===== config.mk =====
export PLATFORM = sky130hd
export DESIGN_NAME = adc_cfg_top
export DESIGN_NICKNAME = d
export VERILOG_FILES = /design/src/adc_cfg_top.sv /design/src/scan_sequencer.sv
export SDC_FILE = /design/constraint.sdc
export NUM_CORES = 1
export LEC_CHECK = 0
export CORE_ASPECT_RATIO = 1.1
export CORE_UTILIZATION = 57
export CTS_CLUSTER_SIZE = 40
export DETAILED_ROUTE_END_ITERATION = 7
export DONT_BUFFER_PORTS = 1
export GPL_TIMING_DRIVEN = 0
export PLACE_DENSITY = 0.77
export SLEW_MARGIN = 20
export SYNTH_ARGS = -nofsm -noshare
export SYNTH_HDL_FRONTEND = slang
export SYNTH_SLANG_ARGS = --single-unit

===== constraint.sdc =====
create_clock -name ref_clk -period 2.3 [get_ports ref_clk]
set_clock_uncertainty 0.05 [all_clocks]
set_input_delay 0.115 -clock ref_clk [delete_from_list [all_inputs] [get_ports ref_clk]]
set_output_delay 0.115 -clock ref_clk [all_outputs]
set_load 0.02 [all_outputs]

===== src/adc_cfg_top.sv =====
// Package and top module of the converter pin, scan and clock configuration block
// Overview of operation
// - A set mode bit makes the matching analog pin digital and opens its port read path.
// - A clear mode bit makes the pin analog, blocks its port read and lets the converter sample it.
// - Sixteen mode bits are held, bit n belonging to the pin of analog channel n.
// - Sixteen scan selection bits are held, bit n belonging to analog channel n.
// - A channel whose scan selection bit is set takes part in the automatic scan.
// - A channel whose scan selection bit is clear is skipped by the automatic scan.
// - On the system clock the conversion clock period is the instruction period times divisor plus one.
// - The instruction clock counts as two oscillator periods, with no clock reduction or multiplier.
// - A set clock source bit takes the conversion clock from the internal RC, a clear one from the system clock.
package adc_cfg_pkg;
	localparam int          NUM_CH          = 16;
	localparam int          CH_W            = 4;
	localparam int          ADDR_W          = 4;
	// Byte addresses of the word registers
	localparam logic [3:0]  PIN_MODE_ADDR   = 4'h0;
	localparam logic [3:0]  SCAN_SEL_ADDR   = 4'h4;
	localparam logic [3:0]  CLK_CTRL_ADDR   = 4'h8;
	localparam logic [3:0]  SCAN_CTRL_ADDR  = 4'hc;
	// Clock control fields
	localparam int          CLK_SRC_BIT     = 15;
	localparam int          DIV_LSB         = 0;
	localparam int          DIV_W           = 8;
	// Scan control fields
	localparam int          SCAN_EN_BIT     = 0;
	localparam int          SCAN_VALID_BIT  = 1;
	localparam int          SCAN_CH_LSB     = 4;
	// Reset values
	localparam logic [15:0] PIN_MODE_RST    = 16'h0000;
	localparam logic [15:0] SCAN_SEL_RST    = 16'h0000;
	localparam logic [7:0]  DIV_RST         = 8'h00;
	localparam logic [31:0] UNMAPPED_DATA   = 32'h00000000;
	// Instruction cycle in oscillator periods
	localparam int          OSC_PER_INSTR   = 2;
	// Instruction clock at 40 MHz, period in ns
	localparam int          INSTR_PERIOD_NS = 25;

	typedef enum logic [1:0] {
		BUS_IDLE = 2'b01,
		BUS_ACK  = 2'b10
	} bus_state_e;
endpackage

`timescale 1ns/1ps
`default_nettype none

module adc_cfg_top (
	// Clock and reset
	input  wire logic        ref_clk,
	input  wire logic        rst,
	// Avalon-MM slave
	input  wire logic [3:0]  address,
	input  wire logic        read,
	input  wire logic        write,
	input  wire logic [31:0] writedata,
	input  wire logic [3:0]  byteenable,
	output logic      [31:0] readdata,
	output logic             waitrequest,
	// Digital port
	input  wire logic [15:0] port_pin_in,
	output logic      [15:0] port_read_data,
	output logic      [15:0] digital_read_en,
	// Converter core
	input  wire logic        rc_clk_tick,
	input  wire logic        scan_advance,
	output logic      [15:0] analog_sample_en,
	output logic             conv_clk_tick,
	output logic             conv_clk_source,
	output logic      [3:0]  scan_channel,
	output logic             scan_valid
);
	adc_cfg_pkg::bus_state_e bus_state_r, bus_state_nxt;
	logic [15:0] pin_mode_r, pin_mode_nxt;
	logic [15:0] scan_sel_r, scan_sel_nxt;
	logic [7:0]  div_r, div_nxt;
	logic        src_r, src_nxt;
	logic        scan_en_r, scan_en_nxt;
	logic [31:0] rdata_r, rdata_nxt;
	logic        wait_r, wait_nxt;
	logic [7:0]  cnt_r, cnt_nxt;
	logic        tick_r, tick_nxt;
	logic [15:0] port_r, port_nxt;
	logic [15:0] dig_en_r, dig_en_nxt;
	logic [15:0] ana_en_r, ana_en_nxt;
	logic        scan_start;
	logic [3:0]  seq_ch;
	logic        seq_valid;
	logic        take;

	// A request is served once, at the edge that sees waitrequest low
	assign take = (read || write) && (bus_state_r == adc_cfg_pkg::BUS_ACK);

	function automatic logic [15:0] merge16(input logic [15:0] old, input logic [31:0] wd,
		input logic [3:0] be);
		logic [15:0] res;
		res = old;
		if (be[0]) begin
			res[7:0] = wd[7:0];
		end
		if (be[1]) begin
			res[15:8] = wd[15:8];
		end
		return res;
	endfunction

	always_comb begin
		bus_state_nxt = bus_state_r;
		pin_mode_nxt  = pin_mode_r;
		scan_sel_nxt  = scan_sel_r;
		div_nxt       = div_r;
		src_nxt       = src_r;
		scan_en_nxt   = scan_en_r;
		rdata_nxt     = rdata_r;
		wait_nxt      = 1'b1;
		case (bus_state_r)
			adc_cfg_pkg::BUS_IDLE: begin
				if (read || write) begin
					bus_state_nxt = adc_cfg_pkg::BUS_ACK;
					wait_nxt      = 1'b0;
					rdata_nxt     = adc_cfg_pkg::UNMAPPED_DATA;
					case (address)
						adc_cfg_pkg::PIN_MODE_ADDR: rdata_nxt[15:0] = pin_mode_r;
						adc_cfg_pkg::SCAN_SEL_ADDR: rdata_nxt[15:0] = scan_sel_r;
						adc_cfg_pkg::CLK_CTRL_ADDR: begin
							rdata_nxt[adc_cfg_pkg::CLK_SRC_BIT] = src_r;
							rdata_nxt[adc_cfg_pkg::DIV_LSB +: adc_cfg_pkg::DIV_W] = div_r;
						end
						adc_cfg_pkg::SCAN_CTRL_ADDR: begin
							rdata_nxt[adc_cfg_pkg::SCAN_EN_BIT]    = scan_en_r;
							rdata_nxt[adc_cfg_pkg::SCAN_VALID_BIT] = seq_valid;
							rdata_nxt[adc_cfg_pkg::SCAN_CH_LSB +: adc_cfg_pkg::CH_W] = seq_ch;
						end
						default: rdata_nxt = adc_cfg_pkg::UNMAPPED_DATA;
					endcase
				end
			end
			adc_cfg_pkg::BUS_ACK: begin
				bus_state_nxt = adc_cfg_pkg::BUS_IDLE;
				if (write) begin
					case (address)
						adc_cfg_pkg::PIN_MODE_ADDR:
							pin_mode_nxt = merge16(pin_mode_r, writedata, byteenable);
						adc_cfg_pkg::SCAN_SEL_ADDR:
							scan_sel_nxt = merge16(scan_sel_r, writedata, byteenable);
						adc_cfg_pkg::CLK_CTRL_ADDR: begin
							if (byteenable[0]) begin
								div_nxt = writedata[adc_cfg_pkg::DIV_LSB +: adc_cfg_pkg::DIV_W];
							end
							if (byteenable[1]) begin
								src_nxt = writedata[adc_cfg_pkg::CLK_SRC_BIT];
							end
						end
						adc_cfg_pkg::SCAN_CTRL_ADDR: begin
							if (byteenable[0]) begin
								scan_en_nxt = writedata[adc_cfg_pkg::SCAN_EN_BIT];
							end
						end
						default: begin
						end
					endcase
				end
			end
			default: bus_state_nxt = adc_cfg_pkg::BUS_IDLE;
		endcase
	end

	always_ff @(posedge ref_clk) begin
		if (rst) begin
			bus_state_r <= adc_cfg_pkg::BUS_IDLE;
			pin_mode_r  <= adc_cfg_pkg::PIN_MODE_RST;
			scan_sel_r  <= adc_cfg_pkg::SCAN_SEL_RST;
			div_r       <= adc_cfg_pkg::DIV_RST;
			src_r       <= 1'b0;
			scan_en_r   <= 1'b0;
			rdata_r     <= 32'h00000000;
			wait_r      <= 1'b1;
		end else begin
			bus_state_r <= bus_state_nxt;
			pin_mode_r  <= pin_mode_nxt;
			scan_sel_r  <= scan_sel_nxt;
			div_r       <= div_nxt;
			src_r       <= src_nxt;
			scan_en_r   <= scan_en_nxt;
			rdata_r     <= rdata_nxt;
			wait_r      <= wait_nxt;
		end
	end

	// The instruction clock is ref_clk itself, already two oscillator periods per cycle,
	// so the divisor counts ref_clk cycles directly.
	always_comb begin
		cnt_nxt  = cnt_r;
		tick_nxt = 1'b0;
		if (src_r) begin
			cnt_nxt  = 8'h00;
			tick_nxt = rc_clk_tick;
		end else if (cnt_r >= div_r) begin
			cnt_nxt  = 8'h00;
			tick_nxt = 1'b1;
		end else begin
			cnt_nxt = cnt_r + 8'h01;
		end
	end

	always_ff @(posedge ref_clk) begin
		if (rst) begin
			cnt_r  <= 8'h00;
			tick_r <= 1'b0;
		end else begin
			cnt_r  <= cnt_nxt;
			tick_r <= tick_nxt;
		end
	end

	// Analog pins read back zero on the port so a floating level never reaches software
	always_comb begin
		dig_en_nxt = pin_mode_r;
		ana_en_nxt = ~pin_mode_r;
		port_nxt   = port_pin_in & pin_mode_r;
	end

	always_ff @(posedge ref_clk) begin
		if (rst) begin
			dig_en_r <= 16'h0000;
			ana_en_r <= 16'h0000;
			port_r   <= 16'h0000;
		end else begin
			dig_en_r <= dig_en_nxt;
			ana_en_r <= ana_en_nxt;
			port_r   <= port_nxt;
		end
	end

	assign scan_start = take && write && (address == adc_cfg_pkg::SCAN_CTRL_ADDR) && byteenable[0];

	scan_sequencer u_scan (
		.ref_clk      (ref_clk),
		.rst          (rst),
		.scan_sel     (scan_sel_r),
		.scan_en      (scan_en_r),
		.restart      (scan_start),
		.advance      (scan_advance),
		.channel      (seq_ch),
		.channel_valid(seq_valid)
	);

	assign readdata         = rdata_r;
	assign waitrequest      = wait_r;
	assign port_read_data   = port_r;
	assign digital_read_en  = dig_en_r;
	assign analog_sample_en = ana_en_r;
	assign conv_clk_tick    = tick_r;
	assign conv_clk_source  = src_r;
	assign scan_channel     = seq_ch;
	assign scan_valid       = seq_valid;
endmodule // adc_cfg_top

`default_nettype wire


===== src/scan_sequencer.sv =====
// Channel scan sequencer stepping through the selected analog channels
`timescale 1ns/1ps
`default_nettype none

module scan_sequencer (
	// Clock and reset
	input  wire logic        ref_clk,
	input  wire logic        rst,
	// Control
	input  wire logic [15:0] scan_sel,
	input  wire logic        scan_en,
	input  wire logic        restart,
	input  wire logic        advance,
	// Current channel
	output logic      [3:0]  channel,
	output logic             channel_valid
);
	logic [3:0] ch_r, ch_nxt;
	logic       valid_r, valid_nxt;
	logic [3:0] lowest;
	logic [3:0] above;
	logic       has_any;
	logic       has_above;

	// Search both the lowest selected channel and the next one above the current
	always_comb begin
		lowest    = 4'h0;
		above     = 4'h0;
		has_any   = 1'b0;
		has_above = 1'b0;
		for (int i = adc_cfg_pkg::NUM_CH - 1; i >= 0; i--) begin
			if (scan_sel[i]) begin
				lowest  = 4'(i);
				has_any = 1'b1;
				if (4'(i) > ch_r) begin
					above     = 4'(i);
					has_above = 1'b1;
				end
			end
		end
	end

	always_comb begin
		ch_nxt    = ch_r;
		valid_nxt = scan_en && has_any;
		if (!scan_en || !has_any || restart) begin
			ch_nxt = lowest;
		end else if (advance || !scan_sel[ch_r]) begin
			// A deselected current channel is left at once rather than converted again
			ch_nxt = has_above ? above : lowest;
		end
	end

	always_ff @(posedge ref_clk) begin
		if (rst) begin
			ch_r    <= 4'h0;
			valid_r <= 1'b0;
		end else begin
			ch_r    <= ch_nxt;
			valid_r <= valid_nxt;
		end
	end

	assign channel       = ch_r;
	assign channel_valid = valid_r;
endmodule // scan_sequencer

`default_nettype wire


==> flow_summary_export.csv <==
group,metric,value,unit
logic_synthesis,synth_commonest_cells,"dfxtp_1, nor2_1, mux2i_1",
cells_and_area,regArea,2497,um2
route,dr_total_vias,4920,
cells_and_area,antenna_cells,0,
sta,max_freq,0.4032,GHz
worst_setup_path,cp_data_required_time,2670,ps
cells_and_area,layout-drive-gt1-share,0.1669,
route,drtIter0Drc,583,
sta,grt_setup_unrepaired,"yes",
sta,timing.hold.ws,-13.40,ps
sta,period_share,1.078,
worst_setup_path,crit_path_max_fanout,5,
pwr,pwr_density_cell,761.1,nW/um2
global_route,gr-total-overflow,0,
route,wire_per_inst,21.24,um
pwr,peakVddDrop,0.4909,mV
place,pre_cts_ws,-357.3,ps
floorplan,initial_core_util,0.5985,
floorplan,rows,36,
pwr,cellLeakagePower,0.002584,uW
clock_tree,clockBufferDepth,2,
clock_tree,cts.htree.levels,4,
route,drt-total-wl,16930,um
logic_synthesis,syn_area_per_cell,9.312,um2
status,failed_checks,"negative hold slack, negative setup slack",
route,drtPass1Iterations,5,
sta,setup_ws,-180.1,ps
clock_tree,cts_tree,"done",
logic_synthesis,yosys.area.top_type,"dfxtp_1",
cells_and_area,synthToLayoutAreaGrowth,26.80,%
sta,min_period,2480,ps
global_route,first_global_vias,4885,
logic_synthesis,synth.most_common_cell,"dfxtp_1",
floorplan,die_area,9852,um2
cells_and_area,multiInputGateArea,2688,um2
worst_setup_path,endpoint,"u_scan.channel[2]",
route,drtAntennaViolNets,0,
logic_synthesis,ys_ff_latch,123,
worst_setup_path,cp-end-kind,"register",
worst_setup_path,crit_type,"register to register",
floorplan,io_pins,150,
logic_synthesis,yosysSeqAreaShare,0.4567,
sta,finalSetupViolations,4,
status,outcome,"complete, but fails checks",
logic_synthesis,syn_inst,579,
cells_and_area,nFillCells,562,
worst_setup_path,r2r-start,"scan_sel_r[0]",
logic_synthesis,ys.flop_type,"dfxtp_1",
floorplan,core-area,9009,um2
logic_synthesis,async_flop_share,0,
worst_setup_path,start_kind,"register",
clock_tree,cts.sinks,123,
sta,relSlewSlack,0.2860,
clock_tree,numCtsBuffers,17,
hold_path,worstHoldPathType,"input port to register",
run,max-cap-violations,0,
global_route,grt_pass1_wl,26300,um
worst_setup_path,critPathArrivalTime,2850,ps
logic_synthesis,yosysUniqueCellTypes,64,
floorplan,die_h,104,um
sta,hold_violations,1,
place,portBuffers,0,
logic_synthesis,synthTopCellsByArea,"dfxtp_1, mux2i_1, nor2_1, a211oi_1, and2_1",
global_route,grt_max_degree,17,
route,routed_via_density,6.173,
logic_synthesis,synth_edf_count,0,
clock_tree,clkLatencyLatePin,520,ps
clock_tree,clk_pin_slew,60,ps
worst_setup_path,crit_start,"scan_sel_r[0]",
place,place.gp.congestion,0.9267,
place,hpwlAfterDp,10360,um
cells_and_area,post-route-util,0.7589,
sta,fin_tns_setup,-517.6,ps
route,drc,0,
sta,worstMarginPinSlew,1067,ps
global_route,grt_usage,0.3488,
global_route,grt_antenna_before_repair,0,
logic_synthesis,synth_top_area_frac,0.4567,
logic_synthesis,ys_warn_count,0,
clock_tree,cts_root_buf,"clkbuf_8",
floorplan,dieWidth,94.73,um
logic_synthesis,synth_area,5391,um2
sta,final_max_slew_viol_count,0,
worst_setup_path,r2r_slack,-180,ps
worst_setup_path,worstReg2RegEnd,"u_scan.channel[2]",
cells_and_area,finalNetCount,741,
worst_setup_path,ff2ff_path_depth,6,
==> routing by layer <==
layer  global-route usage  share of wire
met1               0.4062           0.38
met4               0.1602          0.036
met5                    0              0
met2               0.5843           0.49
met3              0.09576          0.098
==> worst min path at each step <==
stage	start	endpoint	slack [ps]	depth (start not counted)
after floorplan	rst	digital_read_en[0]	140	1
after global placement	rst	digital_read_en[1]	150	1
after detailed placement	rst	digital_read_en[0]	150	1
after CTS	address[3]	scan_en_r	4	4
after global routing	address[3]	scan_en_r	10	4
final	address[3]	scan_en_r	-10	4
==> layout make-up <==
cell class,instances,area share
Inverter,19,0.01043
Clock buffer,18,0.06259
Timing Repair Buffer,60,0.08272
Sequential cell,123,0.3653
Clock inverter,14,0.02361
Tap cell,114,0.02086
Buffer,50,0.04136
Multi-Input combinational cell,399,0.3931
==> cell usage in the layout (no fill, tap or decap), drive strengths merged, types with 20 or more instances in the layout <==
| cell | n |
|---|---|
| a211oi | 20 |
| inv | 24 |
| dfxtp | 123 |
| and2 | 20 |
| buf | 41 |
| dlygate4sd3 | 46 |
| nor2 | 100 |
| mux2i | 49 |
| a21oi | 20 |
| clkbuf | 41 |
==> worst max-delay path: stages, from the launching register on <==
cell	delay (ps)
dfxtp_4	370
or4_4	570
o41ai_4	430
a31o_4	180
a21oi_4	50
or3b_1	440
a311oi_2	280
==> repair_timing <==
action / in CTS / in global routing
pin swaps: 7 / 7
endpoints found under the setup margin: 5 / 11
gates resized for setup: 24 / 14
hold buffers: 46 / 0
endpoints found under the hold margin: 71 / 0
setup buffers: 11 / 3
==> kinds of logic after synthesis <==
logic type,after synthesis,share of synthesized area
AO/OA/AOI/OAI,103,0.1457
XOR/XNOR,6,0.009747
adder cells (fa/ha/maj),9,0.02089
buffers and inverters,72,0.06544
flip-flops,123,0.4567
multiplexers,53,0.1056
other,1,0.0006955
AND/OR/NAND/NOR,212,0.1952
==> sequential cells by signal, indices dropped and copies added, names as in the netlist, 2 cells and up <==
signal and count:
analog_sample_en 16, digital_read_en 16, readdata 16, div_r 8, cnt_r 8, bus_state_r 2
dig_en_nxt 16, port_read_data 16, scan_sel_r 16, u_scan.channel 4
==> power breakdown <==
group	switching, uW	total (uW)	internal, uW
sequential	81.8	2250	2170
clock	1060	2660	1600
combinational	175	293	118
==> stage by stage <==
step / instance area [um2] / cells / total power (uW)
after global routing: 6837 / 797 / 5311
final: 6837 / 797 / 5204
after detailed placement: 5609 / 708 / 2505
after global placement: 5603 / 708 / 2498
after CTS: 6795 / 795 / 5152
after floorplan: 5460 / 594 / 2452
No activity file was read; power rests on OpenSTA's default activity.
